File: src/omsc_pkg.sv
// package for the operating mode and system control block
// assumes one clock domain and an apb slave with 32-bit data

package omsc_pkg;

    // ------------------------------------------------------------
    // bus and register map
    // ------------------------------------------------------------
    localparam int ADDR_W = 18;                         // byte address width
    localparam int DATA_W = 32;                         // apb data width
    localparam logic [15:0] IDX_MODE_READBACK = 16'hFFF1;  // register index
    localparam logic [15:0] IDX_SYSTEM_CONTROL = 16'hFFF2; // register index
    localparam logic [ADDR_W-1:0] ADDR_MODE_READBACK = {IDX_MODE_READBACK, 2'b00};
    localparam logic [ADDR_W-1:0] ADDR_SYSTEM_CONTROL = {IDX_SYSTEM_CONTROL, 2'b00};

    // ------------------------------------------------------------
    // field layouts and reset values
    // ------------------------------------------------------------
    localparam logic [7:0] SYSCTL_RESET = 8'h0B;   // software_standby_select 0, sts 0, ue 1, edge 0, onchip_ram_enable 1
    localparam logic [7:0] SYSCTL_ONES = 8'h02;    // reserved bit reads one
    localparam logic [7:0] RB_ONES = 8'hC0;        // readback top bits read one
    localparam int SOFTWARE_STANDBY_SELECT_BIT = 7;
    localparam int STS_HI = 6;
    localparam int STS_LO = 4;
    localparam int UE_BIT = 3;
    localparam int NONMASKABLE_EDGE_SELECT_BIT = 2;
    localparam int ONCHIP_RAM_ENABLE_BIT = 0;

    // ------------------------------------------------------------
    // settling wait after standby exit
    // ------------------------------------------------------------
    localparam int CNT_W = 18;                     // holds 131072
    localparam int WAIT_BASE_STATES = 8192;        // code 000
    localparam logic [CNT_W-1:0] WAIT_SHORT_STATES = 18'h00400; // code 101
    localparam logic [2:0] STS_LONGEST = 3'h4;     // last doubling code
    localparam logic [2:0] STS_SHORT = 3'h5;       // short wait code
    localparam logic [1:0] NMI_ARM_CYCLES = 2'h3;  // ignore edges while sync fills

    // ------------------------------------------------------------
    // modes and pin groups
    // ------------------------------------------------------------
    localparam logic [2:0] MODE_RSVD = 3'h0;
    localparam logic [2:0] MODE_1 = 3'h1;
    localparam logic [2:0] MODE_2 = 3'h2;
    localparam logic [2:0] MODE_3 = 3'h3;
    localparam logic [2:0] MODE_4 = 3'h4;
    localparam logic [2:0] MODE_5 = 3'h5;
    localparam logic [2:0] MODE_6 = 3'h6;
    localparam logic [2:0] MODE_7 = 3'h7;
    localparam int P1_W = 8;
    localparam int P2_W = 8;
    localparam int P5_W = 4;
    localparam int AREA_N = 8;
    localparam int UPPER_W = 3;                    // address bits 23 to 21

    // what a mode implies for the rest of the chip
    typedef struct packed {
        logic valid;      // a defined mode
        logic expanded;   // external bus in use
        logic rom_en;     // on-chip rom reachable
        logic space16m;   // 16-mbyte space
        logic bus_init16; // 16-bit bus after reset
        logic ddr_gated;  // address pins follow direction bits
    } omsc_mode_cfg_t;

    // writable system control fields
    typedef struct packed {
        logic software_standby_select;
        logic [2:0] sts;
        logic ue;
        logic nonmaskable_edge_select;
        logic onchip_ram_enable;
    } omsc_sysctl_t;

    typedef enum logic [3:0] {
        PWR_RUN = 4'h1,
        PWR_SLEEP = 4'h2,
        PWR_STANDBY = 4'h4,
        PWR_SETTLE = 4'h8
    } omsc_pwr_t;

    // mode table; code 000 stays all zero
    function automatic omsc_mode_cfg_t omsc_decode(input logic [2:0] m);
        omsc_mode_cfg_t c;
        c = '0;
        c.valid = (m != MODE_RSVD);
        c.expanded = c.valid && (m != MODE_7);
        c.rom_en = (m == MODE_5) || (m == MODE_6) || (m == MODE_7);
        c.space16m = (m == MODE_3) || (m == MODE_4) || (m == MODE_6);
        c.bus_init16 = (m == MODE_2) || (m == MODE_4);
        c.ddr_gated = (m == MODE_5) || (m == MODE_6);
        return c;
    endfunction

endpackage

File: src/omsc_ctrl.sv
// operating mode decode and system control registers
// assumes an apb master on CLK and the cpu, bus and port logic nearby

`timescale 1ns/1ns
`default_nettype none

module omsc_ctrl #(
    parameter int WAIT_BASE = omsc_pkg::WAIT_BASE_STATES // shortest doubling wait
) (
    input wire logic CLK, // system clock, 250 MHz
    input wire logic RSTN, // sync reset, active low
    input wire logic PSEL, // apb select
    input wire logic PENABLE, // apb access phase
    input wire logic PWRITE, // apb direction
    input wire logic [omsc_pkg::ADDR_W-1:0] PADDR, // apb byte address
    input wire logic [omsc_pkg::DATA_W-1:0] PWDATA, // apb write data
    input wire logic [3:0] PSTRB, // apb byte strobes
    output logic PREADY, // apb ready
    output logic [omsc_pkg::DATA_W-1:0] PRDATA, // apb read data
    output logic PSLVERR, // apb error, unmapped
    input wire logic [2:0] MODE_PIN_LEVELS, // strap pins
    input wire logic NMI_PIN, // nonmaskable interrupt pin
    input wire logic [omsc_pkg::AREA_N-1:0] AREA_WIDTH_CONTROL, // 1 = 16-bit area
    input wire logic [omsc_pkg::UPPER_W-1:0] BUS_RELEASE_CONTROL, // its bits 7 to 5
    input wire logic [omsc_pkg::P1_W-1:0] PORT1_DIRECTION, // port 1 ddr
    input wire logic [omsc_pkg::P2_W-1:0] PORT2_DIRECTION, // port 2 ddr
    input wire logic [omsc_pkg::P5_W-1:0] PORT5_DIRECTION, // port 5 ddr
    input wire logic SLEEP_EXEC, // cpu runs the sleep instruction
    input wire logic WAKE_IRQ, // interrupt that ends sleep
    input wire logic EXT_IRQ, // external interrupt that ends standby
    input wire logic EXC_ENTRY, // interrupt or trap entry
    input wire logic RAM_ADDR_HIT, // access falls on on-chip ram
    output logic MODE_RESERVED, // strap code zero
    output logic EXPANDED, // external bus in use
    output logic ROM_ENABLE, // on-chip rom reachable
    output logic SPACE_16M, // 16-mbyte space
    output logic BUS_INIT16, // reset width of the area control
    output logic BUS16, // external bus now 16 bits
    output logic [omsc_pkg::P1_W-1:0] P1_ADDR_OUT, // pins as a7..a0
    output logic [omsc_pkg::P2_W-1:0] P2_ADDR_OUT, // pins as a15..a8
    output logic [omsc_pkg::P5_W-1:0] P5_ADDR_OUT, // pins as a19..a16
    output logic A20_ADDR_OUT, // pin as a20
    output logic [omsc_pkg::UPPER_W-1:0] UPPER_ADDR_OUT, // pins as a23..a21
    output logic RAM_ENABLE, // on-chip ram on
    output logic RAM_ROUTE_EXT, // ram address goes external
    output logic SLEEP_ACTIVE, // in sleep
    output logic STANDBY_ACTIVE, // in software standby
    output logic SETTLING, // oscillator settling wait
    output logic UI_IS_MASK, // secondary flag is a mask
    output logic SET_I_FLAG, // pulse: set interrupt mask
    output logic SET_UI_FLAG, // pulse: set secondary flag
    output logic NMI_REQUEST // pulse: nmi edge seen
);

    // ------------------------------------------------------------
    // pin synchronisers
    // ------------------------------------------------------------
    logic [3:0] pins_s; // mode pins and nmi, synchronised
    wire [2:0] mode_levels = pins_s[2:0]; // mode_pin_levels
    wire nmi_s = pins_s[3]; // nmi level

    omsc_sync #(.W(4)) i_omsc_sync (
        .clk(CLK),
        .rstn(RSTN),
        .d({NMI_PIN, MODE_PIN_LEVELS}),
        .q(pins_s)
    );

    // ------------------------------------------------------------
    // mode decode
    // ------------------------------------------------------------
    omsc_pkg::omsc_mode_cfg_t cfg_q; // registered mode table
    wire omsc_pkg::omsc_mode_cfg_t cfg_d = omsc_pkg::omsc_decode(mode_levels);

    // straps are held constant, so one register stage is enough
    always_ff @(posedge CLK) begin
        if (!RSTN) begin
            cfg_q <= '0;
        end else begin
            cfg_q <= cfg_d;
        end
    end

    // ------------------------------------------------------------
    // apb decode
    // ------------------------------------------------------------
    wire setup = PSEL && !PENABLE; // first cycle of a transfer
    wire hit_rb = (PADDR == omsc_pkg::ADDR_MODE_READBACK);
    wire hit_sc = (PADDR == omsc_pkg::ADDR_SYSTEM_CONTROL);
    wire wr_fire = PSEL && PENABLE && PREADY && PWRITE && !PSLVERR;
    wire sc_wr = wr_fire && hit_sc && PSTRB[0]; // lane 0 holds the register

    logic pready_q; // access phase ready
    logic [7:0] rdata_q; // read data, low byte
    logic slverr_q; // unmapped address
    omsc_pkg::omsc_sysctl_t sc_q; // system_control fields

    wire [7:0] sc_image = {sc_q.software_standby_select, sc_q.sts, sc_q.ue, sc_q.nonmaskable_edge_select, 1'b0, sc_q.onchip_ram_enable}
        | omsc_pkg::SYSCTL_ONES;
    wire [7:0] rb_image = omsc_pkg::RB_ONES | {5'h00, mode_levels};
    wire [7:0] rd_mux = hit_rb ? rb_image : (hit_sc ? sc_image : 8'h00);

    // no wait state: data is latched in setup, ready in the first access cycle
    always_ff @(posedge CLK) begin
        if (!RSTN) begin
            pready_q <= 1'b0;
            slverr_q <= 1'b0;
            rdata_q <= 8'h00;
        end else begin
            pready_q <= setup;
            slverr_q <= setup && !hit_rb && !hit_sc;
            if (setup && !PWRITE) begin
                rdata_q <= rd_mux; // pin levels caught at the read setup
            end
        end
    end

    // ------------------------------------------------------------
    // system control register
    // ------------------------------------------------------------
    wire omsc_pkg::omsc_sysctl_t sc_rst = '{
        software_standby_select: omsc_pkg::SYSCTL_RESET[omsc_pkg::SOFTWARE_STANDBY_SELECT_BIT],
        sts: omsc_pkg::SYSCTL_RESET[omsc_pkg::STS_HI:omsc_pkg::STS_LO],
        ue: omsc_pkg::SYSCTL_RESET[omsc_pkg::UE_BIT],
        nonmaskable_edge_select: omsc_pkg::SYSCTL_RESET[omsc_pkg::NONMASKABLE_EDGE_SELECT_BIT],
        onchip_ram_enable: omsc_pkg::SYSCTL_RESET[omsc_pkg::ONCHIP_RAM_ENABLE_BIT]};

    // writes to the readback fall through: nothing stores them
    // standby never touches this register, so ram enable survives it
    always_ff @(posedge CLK) begin
        if (!RSTN) begin
            sc_q <= sc_rst;
        end else if (sc_wr) begin
            sc_q.software_standby_select <= PWDATA[omsc_pkg::SOFTWARE_STANDBY_SELECT_BIT];
            sc_q.sts <= PWDATA[omsc_pkg::STS_HI:omsc_pkg::STS_LO];
            sc_q.ue <= PWDATA[omsc_pkg::UE_BIT];
            sc_q.nonmaskable_edge_select <= PWDATA[omsc_pkg::NONMASKABLE_EDGE_SELECT_BIT];
            sc_q.onchip_ram_enable <= PWDATA[omsc_pkg::ONCHIP_RAM_ENABLE_BIT];
        end
    end

    // ------------------------------------------------------------
    // power state machine
    // ------------------------------------------------------------
    omsc_pkg::omsc_pwr_t pwr_q; // current power state
    omsc_pkg::omsc_pwr_t pwr_d; // next power state
    logic [omsc_pkg::CNT_W-1:0] wait_q; // settling count left
    logic [omsc_pkg::CNT_W-1:0] wait_d;

    // illegal codes 11x fall back to the base wait, the shortest doubling wait
    wire [omsc_pkg::CNT_W-1:0] wait_base = omsc_pkg::CNT_W'(WAIT_BASE);
    wire sts_short = (sc_q.sts == omsc_pkg::STS_SHORT);
    wire sts_doubling = (sc_q.sts <= omsc_pkg::STS_LONGEST);
    wire [omsc_pkg::CNT_W-1:0] wait_cycles = sts_short ? omsc_pkg::WAIT_SHORT_STATES
        : (sts_doubling ? (wait_base << sc_q.sts) : wait_base);

    always_comb begin
        pwr_d = pwr_q;
        wait_d = wait_q;
        unique case (pwr_q)
            omsc_pkg::PWR_RUN: begin
                if (SLEEP_EXEC) begin
                    // standby select decides where sleep goes
                    pwr_d = sc_q.software_standby_select ? omsc_pkg::PWR_STANDBY : omsc_pkg::PWR_SLEEP;
                end
            end
            omsc_pkg::PWR_SLEEP: begin
                if (WAKE_IRQ) begin
                    pwr_d = omsc_pkg::PWR_RUN;
                end
            end
            omsc_pkg::PWR_STANDBY: begin
                if (EXT_IRQ) begin
                    // standby select is left at one on this exit
                    pwr_d = omsc_pkg::PWR_SETTLE;
                    wait_d = wait_cycles - 18'h00001;
                end
            end
            omsc_pkg::PWR_SETTLE: begin
                if (wait_q == '0) begin
                    pwr_d = omsc_pkg::PWR_RUN;
                end else begin
                    wait_d = wait_q - 18'h00001;
                end
            end
            default: begin
                pwr_d = omsc_pkg::PWR_RUN;
            end
        endcase
    end

    always_ff @(posedge CLK) begin
        if (!RSTN) begin
            pwr_q <= omsc_pkg::PWR_RUN;
            wait_q <= '0;
        end else begin
            pwr_q <= pwr_d;
            wait_q <= wait_d;
        end
    end

    // ------------------------------------------------------------
    // nmi edge detect
    // ------------------------------------------------------------
    logic nmi_prev_q; // last synchronised level
    logic [1:0] arm_q; // hides the reset-time edge of the sync chain
    wire nmi_armed = (arm_q == omsc_pkg::NMI_ARM_CYCLES);
    wire nmi_edge = sc_q.nonmaskable_edge_select ? (nmi_s && !nmi_prev_q) : (!nmi_s && nmi_prev_q);

    always_ff @(posedge CLK) begin
        if (!RSTN) begin
            nmi_prev_q <= 1'b0;
            arm_q <= 2'h0;
        end else begin
            nmi_prev_q <= nmi_s;
            arm_q <= nmi_armed ? arm_q : arm_q + 2'h1;
        end
    end

    // ------------------------------------------------------------
    // output registers
    // ------------------------------------------------------------
    wire all_addr = cfg_q.expanded && !cfg_q.ddr_gated; // modes one to four
    wire [omsc_pkg::P1_W-1:0] p1_d = all_addr ? '1
        : (cfg_q.ddr_gated ? PORT1_DIRECTION : '0);
    wire [omsc_pkg::P2_W-1:0] p2_d = all_addr ? '1
        : (cfg_q.ddr_gated ? PORT2_DIRECTION : '0);
    wire [omsc_pkg::P5_W-1:0] p5_d = all_addr ? '1
        : (cfg_q.ddr_gated ? PORT5_DIRECTION : '0);
    wire wide16 = cfg_q.space16m && cfg_q.expanded;
    wire [omsc_pkg::UPPER_W-1:0] upper_d = wide16 ? ~BUS_RELEASE_CONTROL : '0;
    wire bus16_d = cfg_q.expanded && (|AREA_WIDTH_CONTROL);
    wire route_d = cfg_q.expanded && !sc_q.onchip_ram_enable && RAM_ADDR_HIT;

    // mode outputs; all zero but MODE_RESERVED while the straps read reserved
    always_ff @(posedge CLK) begin
        if (!RSTN) begin
            MODE_RESERVED <= 1'b1;
            EXPANDED <= 1'b0;
            ROM_ENABLE <= 1'b0;
            SPACE_16M <= 1'b0;
            BUS_INIT16 <= 1'b0;
            BUS16 <= 1'b0;
        end else begin
            MODE_RESERVED <= !cfg_q.valid;
            EXPANDED <= cfg_q.expanded;
            ROM_ENABLE <= cfg_q.rom_en;
            SPACE_16M <= cfg_q.space16m;
            BUS_INIT16 <= cfg_q.bus_init16;
            BUS16 <= bus16_d;
        end
    end

    // pin roles; mode 7 leaves every port general
    always_ff @(posedge CLK) begin
        if (!RSTN) begin
            P1_ADDR_OUT <= '0;
            P2_ADDR_OUT <= '0;
            P5_ADDR_OUT <= '0;
            A20_ADDR_OUT <= 1'b0;
            UPPER_ADDR_OUT <= '0;
            RAM_ROUTE_EXT <= 1'b0;
        end else begin
            P1_ADDR_OUT <= p1_d;
            P2_ADDR_OUT <= p2_d;
            P5_ADDR_OUT <= p5_d;
            A20_ADDR_OUT <= wide16;
            UPPER_ADDR_OUT <= upper_d;
            RAM_ROUTE_EXT <= route_d;
        end
    end

    // control outputs and one-cycle pulses
    always_ff @(posedge CLK) begin
        if (!RSTN) begin
            RAM_ENABLE <= 1'b1;
            UI_IS_MASK <= 1'b0;
            SET_I_FLAG <= 1'b0;
            SET_UI_FLAG <= 1'b0;
            NMI_REQUEST <= 1'b0;
        end else begin
            RAM_ENABLE <= sc_q.onchip_ram_enable;
            UI_IS_MASK <= !sc_q.ue;
            SET_I_FLAG <= EXC_ENTRY;
            SET_UI_FLAG <= EXC_ENTRY && !sc_q.ue;
            NMI_REQUEST <= nmi_armed && nmi_edge;
        end
    end

    assign PREADY = pready_q;
    assign PSLVERR = slverr_q;
    assign PRDATA = {24'h000000, rdata_q};
    assign SLEEP_ACTIVE = pwr_q[1];
    assign STANDBY_ACTIVE = pwr_q[2];
    assign SETTLING = pwr_q[3];
endmodule

`default_nettype wire

File: src/omsc_sync.sv
// two-flop synchroniser for pin levels
// assumes the pins are slow levels, not pulses shorter than a clock

`timescale 1ns/1ns
`default_nettype none

module omsc_sync #(
    parameter int W = 1 // number of levels
) (
    input wire logic clk, // system clock
    input wire logic rstn, // sync reset, active low
    input wire logic [W-1:0] d, // asynchronous levels
    output logic [W-1:0] q // synchronised levels
);

    // ------------------------------------------------------------
    // two stages
    // ------------------------------------------------------------
    logic [W-1:0] meta_q; // first stage, read only by q

    // the first stage feeds nothing but the second
    always_ff @(posedge clk) begin
        if (!rstn) begin
            meta_q <= '0;
            q <= '0;
        end else begin
            meta_q <= d;
            q <= meta_q;
        end
    end

endmodule

`default_nettype wire
File: config.mk
export PLATFORM = sky130hd
export DESIGN_NAME = omsc_ctrl
export DESIGN_NICKNAME = d
export VERILOG_FILES = /design/src/omsc_pkg.sv /design/src/omsc_ctrl.sv /design/src/omsc_sync.sv
export SDC_FILE = /design/constraint.sdc
export NUM_CORES = 1
export LEC_CHECK = 0
export BUFFER_PORTS_ARGS = -buffer_cell sky130_fd_sc_hd__buf_2
export CORE_MARGIN = 2
export CORE_UTILIZATION = 43
export DETAILED_ROUTE_END_ITERATION = 6
export PLACE_DENSITY = 0.77
export SYNTH_ARGS = -nofsm -noshare
export SYNTH_HDL_FRONTEND = slang
export SYNTH_HIERARCHICAL = 1
export SYNTH_SLANG_ARGS = --single-unit
File: constraint.sdc
create_clock -name CLK -period 2 [get_ports CLK]
set_clock_uncertainty 0.05 [all_clocks]
set_input_delay 0.5 -clock CLK [delete_from_list [all_inputs] [get_ports CLK]]
set_output_delay 0.5 -clock CLK [all_outputs]
set_load 0.1 [all_outputs]
==> metrics.txt, run 1 <==
worst path required time between 2 and 2.5 ns; Clock Sinks between 90 and 100; Pre-Repair DR Iteration Count 5; Reg-to-Reg Start pwr_q[0]$_SDFFE_PN1P_; most used cell, CP a21oi_2; type of the worst min-delay path in -> reg; via-per-instance ratio about 5.3; mean cell area of the mapped netlist between 8 and 9 um^2; met3 usage under 10%; Max Cap Violations 0; GRT met1 Usage between 20 and 25%; Reg-to-Reg End wait_q[10]$_SDFFE_PN0P_; global-route wire length before repair about 15,000 um; crit path time final 1.988 ns; DPL Wire Length 7045 um; maximum clock rate approximately 0.50 GHz; cell count of the worst hold path 2; top cells by area, synth dfxtp_1 47%, a21oi_1 5.7%, buf_4 4.8%; PortBufs between 100 and 150; actual slew at the worst max-slew pin 0.6608 ns; Leak Pwr ~2.3 nW; async set-reset flop share out of synthesis 0%; register clock-pin slew on the reported worst setup and hold paths approximately 0.090 ns; DRT antenna net count 0; Setup CP Type reg -> reg; status completed; final setup fails 0; GRT busiest layer met2; cells after synthesis about 450; Slowest-stage cell, CP or4b_4; Reg2Reg Depth 6; sequential area share after synthesis a little under half; Global Route Usage Sum 18.63%; Rel. slew slack around 56%; largest area contributor in the netlist dfxtp_1; initial core utilization between 40% and 50%; Synth warnings 6; mapped cell area just under 0.004 mm^2; startpoint types flip-flop; via count of the first global-routing pass between 3,000 and 4,000; vias about 3,700; core area 0.008806 mm^2; Post-synth EDFFs 0; total gr overflow 0; largest net degree at the start of global routing 43; Max rail drop VDD 383.4 uV; gate family responsible for the most delay along the worst path simple AND/OR/NAND/NOR gates; cell area after layout between 0.005 and 0.006 mm^2; most common cell after layout, fill and taps aside buf_2; RSZ-0062 raised after global routing yes; die area 0.009923 mm^2; DP Area 0.004748 mm^2; CTS tree built; Worst Hold Path EP UPPER_ADDR_OUT[0]$_SDFF_PN0_; Die Y between 90 and 100 um; Final Max Tran Viols 0; signal arrival time at the worst endpoint 2.22 ns; Iteration-0 DRC Markers approximately 170; #FFs+latches synth 92; Net count, final approximately 700; GPL Wtd Cong 0.9031; later-pin clock latency in the skew report approximately 0.35 ns; antenna diode count 0; clock buffer depth 2; R2R Setup Slk 0.01 ns; M2 GR Usage between 30% and 40%; Hold Vio Cnt, Final 0; Hold Path Origin BUS_RELEASE_CONTROL[0]; initial antenna violation count 0; crit-path max FO 11; area growth from synthesis to layout 28.01%; Ports approximately 170; final critical-path share of the clock period approximately 99%; Num CTS Buffers 9; layout cells sized above 1 around a third; DRT Wirelength approximately 9500 um; CP Cell Sequence or4b_4, buf_6, or4_4, a21oi_2, o21ai_1, a21oi_2; commonest non-fill, non-tap cells in the layout 119 x buf_2, 88 x dfxtp_1, 48 x nand2_1; clock root cell clkbuf_8; Die Wd 99.62 um; Post-route DRC 0; CTS Hold Bufs 0; distinct cell type count after synthesis 63; # rows 34; Hold Slack between 0.2 and 0.25 ns; number of buffers and inverters on the critical path 1; Avg WL per Cell between 10 and 15 um; P per Cell Area about 780 mW/mm^2; top cell type's share of synthesized area 46.85%; H-tree depth 3; slowest cell delay on critical path approximately 0.53 ns; Crit. End Element flip-flop; ys flop type dfxtp_1
cell families after synthesis:
kind of cell / share of synthesized area (%)
AO/OA/AOI/OAI: 17.06
AND/OR/NAND/NOR: 23.11
multiplexers: 2.833
buffers and inverters: 8.116
other: 0.09539
adder cells (fa/ha/maj): 1.273
XOR/XNOR: 0.6685
flip-flops: 46.85
synthesized netlist by cell type, drive strengths merged, types with 4 or more instances:
master  number
and3         4
clkbuf      21
o21ai       22
a21oi       46
nor4         5
dfxtp       92
or3          6
buf         29
nor2        36
nand4        6
nor3b        7
nand2       48
inv          7
nor3        11
mux2i       10
o211ai       5
ha           4
and2        15
nand3       12
o21a         6
nand2b       5
routing by layer:
layer  wire, um  up-vias
met5          0        -
met4        116        0
met3        706       10
met2       4576      159
met1       4125     1722
li1           -     1824
metrics by stage:
step | cells | total power [W] | setup slack [ns] | utilization [%] | TNS (ns)
floorplan | 475 | 0.002539 | -0.1523 | - | -0.6545
global placement | 682 | 0.002655 | 0.01204 | 53.92 | 0
detailed placement | 682 | 0.002669 | -0.08327 | 53.92 | -0.4197
CTS | 698 | 0.003933 | 0.008736 | 56.44 | 0
global route | 699 | 0.004048 | -0.04493 | 57.15 | -0.06214
finish | 699 | 0.003900 | 0.01232 | 57.15 | 0
power breakdown:
group	switching, W	internal [W]	leakage [nW]	total, W
sequential	0.0000289	0.00189	0.751	0.00191
clock	0.000645	0.000625	0.109	0.00127
combinational	0.000565	0.000151	1.43	0.000716
total	0.00124	0.00266	2.29	0.00390
final cells by class:
class,instances,area [um^2]
Sequential cell,92,1854
Tap cell,108,135.1
Fill cell,781,3774
Inverter,7,28.78
Timing Repair Buffer,150,860.8
Clock inverter,6,68.82
Multi-Input combinational cell,326,1947
Clock buffer,10,137.6
worst max path at each step:
stage / cells after the start / start / endpoint
2_1_floorplan: 7 / pwr_q[2]$_SDFFE_PN0P_ / wait_q[10]$_SDFFE_PN0P_
3_3_place_gp: 6 / pwr_q[2]$_SDFFE_PN0P_ / wait_q[10]$_SDFFE_PN0P_
3_5_place_dp: 6 / EXT_IRQ / wait_q[6]$_SDFFE_PN0P_
4_1_cts: 6 / pwr_q[2]$_SDFFE_PN0P_ / wait_q[10]$_SDFFE_PN0P_
5_1_grt: 6 / pwr_q[0]$_SDFFE_PN1P_ / wait_q[10]$_SDFFE_PN0P_
6_report: 6 / pwr_q[0]$_SDFFE_PN1P_ / wait_q[10]$_SDFFE_PN0P_
state kept, by name, indices dropped and copies added, names as in the netlist, 2 cells and up:
| signal | cells |
|---|---|
| wait_q | 18 |
| P1_ADDR_OUT | 8 |
| P2_ADDR_OUT | 8 |
| rdata_q | 8 |
| sc_image | 7 |
| cfg_q | 6 |
| P5_ADDR_OUT | 4 |
| i_omsc_sync/meta_q | 4 |
| i_omsc_sync/q | 4 |
| pwr_q | 4 |
| UPPER_ADDR_OUT | 3 |
| arm_q | 2 |
what timing repair did:
| item | 4_1_cts | 5_1_grt |
|---|---|---|
| pin swaps | 0 | 4 |
| gates resized for setup | 4 | 13 |
| buffers inserted | 0 | 1 |
| setup endpoints to repair | 4 | 12 |
| endpoints found under the hold margin | 0 | 0 |
(Power assumes the default switching activity.)
==> inputs of run 2 (changes only) <==
- CORE_ASPECT_RATIO: default -> 1.25
==> run 2 against run 1 <==
Largest power group unchanged. Total power rose by 11%. Non-clock buffer count is 13 higher. Critical path type unchanged. Die area is essentially flat. Combinational power about the same. Clock power grew 35%. Hold slack better by 0.019 ns. First-iteration DRC count increased by 65%. Via count rose by 4.6%. Maximum frequency is 0.86% higher. Flip-flop and latch count did not move. Routed wire length rose by 10%. Worst setup slack better by 0.017 ns.
==> metrics.txt, run 2 (synthesis gave the netlist of run 1 again) <==
P per Cell Area 825.3 mW/mm^2 (+6.5%); clock root cell clkbuf_16; Setup CP Type reg -> reg; layout cells sized above 1 33.44% (+0.45 points); Rel. slew slack 53.36% (-2.6 points); largest net degree at the start of global routing 28 (-35%); final setup fails 0 (unchanged); register clock-pin slew on the reported worst setup and hold paths 0.06 ns (-0.03 ns); core area 0.009027 mm^2 (+2.5%); CTS tree built; DP Area 0.004777 mm^2 (+0.61%); vias 3,886 (+4.6%); Avg WL per Cell 14.45 um (+6.0%); area growth from synthesis to layout 34.02%; crit-path max FO 6 (-5); Ports 172 (unchanged); final setup margin 0.02934 ns (+0.01702 ns); Setup WS pre-CTS -0.03864 ns (+0.04463 ns); H-tree depth 3 (unchanged); dpl cells 700 (+2.6%); via count of the first global-routing pass 3,469 (+3.9%); Hold Vio Cnt, Final 0 (unchanged); Worst Hold Path EP UPPER_ADDR_OUT[0]$_SDFF_PN0_; DRT antenna net count 0 (unchanged); initial core utilization 43.55% (-1.1 points); Max rail drop VDD 354.8 uV (-7.4%); final critical-path share of the clock period 98.53% (-0.85 points); status completed; worst path required time 2.23 ns (about the same); Final Max Tran Viols 0 (unchanged); startpoint types flip-flop; clock buffer depth 2 (unchanged); R2R Setup Slk 0.03 ns (+0.02 ns); Pre-Repair DR Iteration Count 5 (unchanged); GPL Wtd Cong 0.9110 (+0.87%); PortBufs 119 (unchanged); type of the worst min-delay path in -> reg; Net count, final 702 (+1.9%); final non-filler cell total 727 (+4.0%); cell area after layout 0.005269 mm^2 (+4.7%); slowest cell delay on critical path 0.51 ns (-0.02 ns); via-per-instance ratio 5.345 (+0.57%); CP startpoint pwr_q[2]$_SDFFE_PN0P_; antenna diode count 0 (unchanged); Clock Sinks 92 (unchanged); commonest non-fill, non-tap cells in the layout 119 x buf_2, 88 x dfxtp_1, 47 x nand2_1; crit path time final 1.971 ns (-0.01702 ns); Global Route Usage Sum 19.51% (+0.88 points); Pwr Total 0.004348 W (+11%); Die Wd 89.52 um (-10%); actual slew at the worst max-slew pin 0.6996 ns (+0.03882 ns); DPL Wire Length 7249 um (+2.9%); gate family responsible for the most delay along the worst path simple AND/OR/NAND/NOR gates; signal arrival time at the worst endpoint 2.20 ns (-0.02 ns); CTS Hold Bufs 0 (unchanged); most common cell after layout, fill and taps aside buf_2; number of buffers and inverters on the critical path 1 (unchanged); global-route wire length before repair 15,350 um (+1.5%); Slowest-stage cell, CP or4b_4; initial antenna violation count 0 (unchanged); Die Y 110.9 um (+11%); Reg2Reg Depth 6 (unchanged); Num CTS Buffers 9 (unchanged); setup TNS 0 ns (unchanged); later-pin clock latency in the skew report 0.34 ns (about the same); Post-route DRC 0 (unchanged); Hold Path Origin BUS_RELEASE_CONTROL[0]; Reg-to-Reg Start pwr_q[2]$_SDFFE_PN0P_; CP Cell Sequence or4b_4, buf_6, or4_1, a21oi_1, o21ai_1, a21oi_2; cell count of the worst hold path 2 (unchanged); Leak Pwr 2.399 nW (+4.7%); Max Cap Violations 0 (unchanged); total gr overflow 0 (unchanged); maximum clock rate 0.5074 GHz (+0.86%); Reg-to-Reg End wait_q[10]$_SDFFE_PN0P_; Crit. End Element flip-flop; max FFs per register 18 (unchanged); DRT Wirelength 10,500 um (+10%); Iteration-0 DRC Markers 285 (+65%); die area 0.009928 mm^2 (about the same); # rows 39 (+15%); Top reg by flops wait_q
run 2: cell types whose count changed in the layout (fill, tap and decap cells not counted), sizes merged:
cell      previous run  this run
buf                150       161
clkbuf              10        15
inv                 10         8
clkinv               2         0
clkinvlp             0         1
run 2: stage by stage:
stage | hold slack [ns] | util (%)
after global placement | 0.2971 | 52.92
after floorplan | 0.2934 | -
final | 0.2576 | 58.36
after detailed placement | 0.2969 | 52.92
after CTS | 0.2473 | 56.40
after global routing | 0.2522 | 58.36
run 2: power breakdown:
group | leakage (nW) | internal [W] | switching [W]
logic | 1.50 | 0.000148 | 0.000566
registers | 0.751 | 0.00189 | 0.0000284
clock network | 0.146 | 0.00104 | 0.000680
run 2: how the worst max path moves through the flow:
| stage | end | slack [ns] | cells after the start |
|---|---|---|---|
| floorplan | wait_q[10]$_SDFFE_PN0P_ | -0.15 | 7 |
| global placement | wait_q[12]$_SDFFE_PN0P_ | 0.06 | 9 |
| detailed placement | wait_q[12]$_SDFFE_PN0P_ | -0.04 | 7 |
| CTS | wait_q[4]$_SDFFE_PN0P_ | 0.0002 | 6 |
| global route | wait_q[16]$_SDFFE_PN0P_ | -0.07 | 6 |
| finish | wait_q[10]$_SDFFE_PN0P_ | 0.03 | 6 |
run 2: cell type report:
cell class	count	area (um^2)
clock inverter	3	43.79
sequential	92	1854
multi-input combinational	326	1936
fill	758	3759
tap	123	153.9
timing repair buffer	163	992.2
clock buffer	13	260.3
inverter	7	28.78
run 2: timing repair:
| item | CTS | global route |
|---|---|---|
| pin swaps | 1 | 8 |
| hold endpoints to repair | 0 | 0 |
| buffers inserted | 1 | 8 |
| endpoints found under the setup margin | 2 | 15 |
| gates cloned | 0 | 2 |
| resized for setup | 1 | 17 |
run 2: metal layers:
layer	vias up	routed length [um]	GRT usage [%]
li1	1847	-	-
met1	1809	3987	20.28
met2	197	5400	34.86
met3	33	812	5.659
met4	0	303	8.856
met5	-	0	0
==> inputs of run 3 (changes only) <==
- RECOVER_POWER: default -> 100
==> run 3 against run 2 <==
Global-route usage unchanged. Routed wire length up 0.44%. Combinational power about the same. Clock power about the same. Flip-flop and latch count unchanged. Cell count unchanged. Count of clock-buffer cells in the layout unchanged. Via count down 0.36%. Maximum frequency about the same.
==> metrics.txt, run 3 (synthesis gave the netlist of run 1 again) <==
Num CTS Buffers 9 (unchanged); via count of the first global-routing pass 3,469 (unchanged); CTS tree built; via-per-instance ratio 5.326 (-0.36%); final setup margin 0.02806 ns (-0.001283 ns); layout cells sized above 1 33.11% (-0.33 points); CP Cell Sequence or4b_4, buf_6, or4_1, a21oi_1, o21ai_1, a21oi_2; Hold Vio Cnt, Final 0 (unchanged); DRT antenna net count 0 (unchanged); H-tree depth 3 (unchanged); clock buffer depth 2 (unchanged); Crit. End Element flip-flop; initial antenna violation count 0 (unchanged); Pwr Total 0.004349 W (about the same); Global Route Usage Sum 19.51% (unchanged); PortBufs 119 (unchanged); Rel. slew slack 53.16% (-0.20 points); commonest non-fill, non-tap cells in the layout 88 x dfxtp_1, 72 x buf_2, 50 x clkbuf_2; initial core utilization 43.55% (unchanged); startpoint types flip-flop; crit path time final 1.972 ns (+0.001283 ns); Clock Sinks 92 (unchanged); Die Y 110.9 um (unchanged); Max rail drop VDD 355.6 uV (+0.21%); total gr overflow 0 (unchanged); Post-route DRC 0 (unchanged); GPL Wtd Cong 0.9110 (unchanged); die area 0.009928 mm^2 (unchanged); most common cell after layout, fill and taps aside dfxtp_1; Avg WL per Cell 14.51 um (+0.44%); register clock-pin slew on the reported worst setup and hold paths 0.06 ns (about the same); area growth from synthesis to layout 33.64%; core area 0.009027 mm^2 (unchanged); final non-filler cell total 727 (unchanged); type of the worst min-delay path in -> reg; Leak Pwr 2.351 nW (-2.0%); Ports 172 (unchanged); global-route wire length before repair 15,350 um (unchanged); Slowest-stage cell, CP or4b_4; cell area after layout 0.005254 mm^2 (-0.28%); actual slew at the worst max-slew pin 0.7026 ns (+0.003045 ns); DP Area 0.004777 mm^2 (unchanged); P per Cell Area 827.8 mW/mm^2 (+0.30%); DRT Wirelength 10,550 um (+0.44%); Die Wd 89.52 um (unchanged); Iteration-0 DRC Markers 239 (-16%); crit-path max FO 6 (unchanged); Max Cap Violations 0 (unchanged); Final Max Tran Viols 0 (unchanged); signal arrival time at the worst endpoint 2.20 ns (about the same); status completed; DPL Wire Length 7249 um (unchanged); Setup CP Type reg -> reg; gate family responsible for the most delay along the worst path simple AND/OR/NAND/NOR gates; final setup fails 0 (unchanged); dpl cells 700 (unchanged); CTS Hold Bufs 0 (unchanged); # rows 39 (unchanged); slowest cell delay on critical path 0.51 ns (about the same); Net count, final 702 (unchanged); clock root cell clkbuf_16; largest net degree at the start of global routing 28 (unchanged); vias 3,872 (-0.36%); Setup WS pre-CTS -0.03864 ns (unchanged); worst path required time 2.23 ns (about the same); antenna diode count 0 (unchanged); Pre-Repair DR Iteration Count 4 (-1); later-pin clock latency in the skew report 0.34 ns (about the same); final critical-path share of the clock period 98.60% (about the same); number of buffers and inverters on the critical path 1 (unchanged); maximum clock rate 0.5071 GHz (about the same); Top reg by flops wait_q; max FFs per register 18 (unchanged)
run 3: changes by cell type in the layout (fill, tap and decap cells not counted):
cell,change
clkbuf_2,+50
buf_2,-47
and2_0,+7
clkbuf_1,+2
and2_1,-7
buf_4,-5
run 3: through the flow:
stage                     TNS, ns  hold slack (ns)  utilization, %
after floorplan           -0.6545           0.2934               -
after global placement          0           0.2971           52.92
after detailed placement  -0.1175           0.2969           52.92
after CTS                       0           0.2473           56.40
after global routing      -0.3630           0.2522           58.20
final                           0           0.2565           58.20
run 3: report_power, final:
group / total (W) / internal, W / switching [W]
Clock: 0.00172 / 0.00104 / 0.000683
Combinational: 0.000711 / 0.000144 / 0.000566
Sequential: 0.00192 / 0.00189 / 0.0000293
Total: 0.00435 / 0.00307 / 0.00128
run 3: area by class of cell:
cell class              instances  area [um^2]
clock buffers                  13        260.3
multi-input cells             326         1936
clock inverters                 3        43.79
inverters                       7        28.78
flip-flops and latches         92         1854
well taps                     123        153.9
repair buffers                163        977.2
fillers                       764         3774
run 3: worst paths after layout:
kind | startpoint | to | slack, ns | depth (start not counted)
max | pwr_q[2]$_SDFFE_PN0P_ | wait_q[10]$_SDFFE_PN0P_ | 0.03 | 6
min | BUS_RELEASE_CONTROL[0] | UPPER_ADDR_OUT[0]$_SDFF_PN0_ | 0.26 | 2
max reg2reg | pwr_q[2]$_SDFFE_PN0P_ | wait_q[10]$_SDFFE_PN0P_ | 0.03 | 6
min reg2reg | cfg_q[5]$_SDFF_PN0_ | MODE_RESERVED$_SDFF_PN1_ | 0.31 | 1
run 3: what timing repair did:
action | 4_1_cts | 5_1_grt
gates cloned | 0 | 2
setup endpoints to repair | 2 | 15
pin swaps | 1 | 8
gates resized for setup | 1 | 17
setup buffers | 1 | 8
run 3: metal layers:
layer	track usage (%)	vias up	part of all wire, %
met3	5.659	25	7.8
met5	0	-	0
met1	20.28	1789	38
met2	34.86	211	51
li1	-	1847	-
met4	8.856	0	2.8
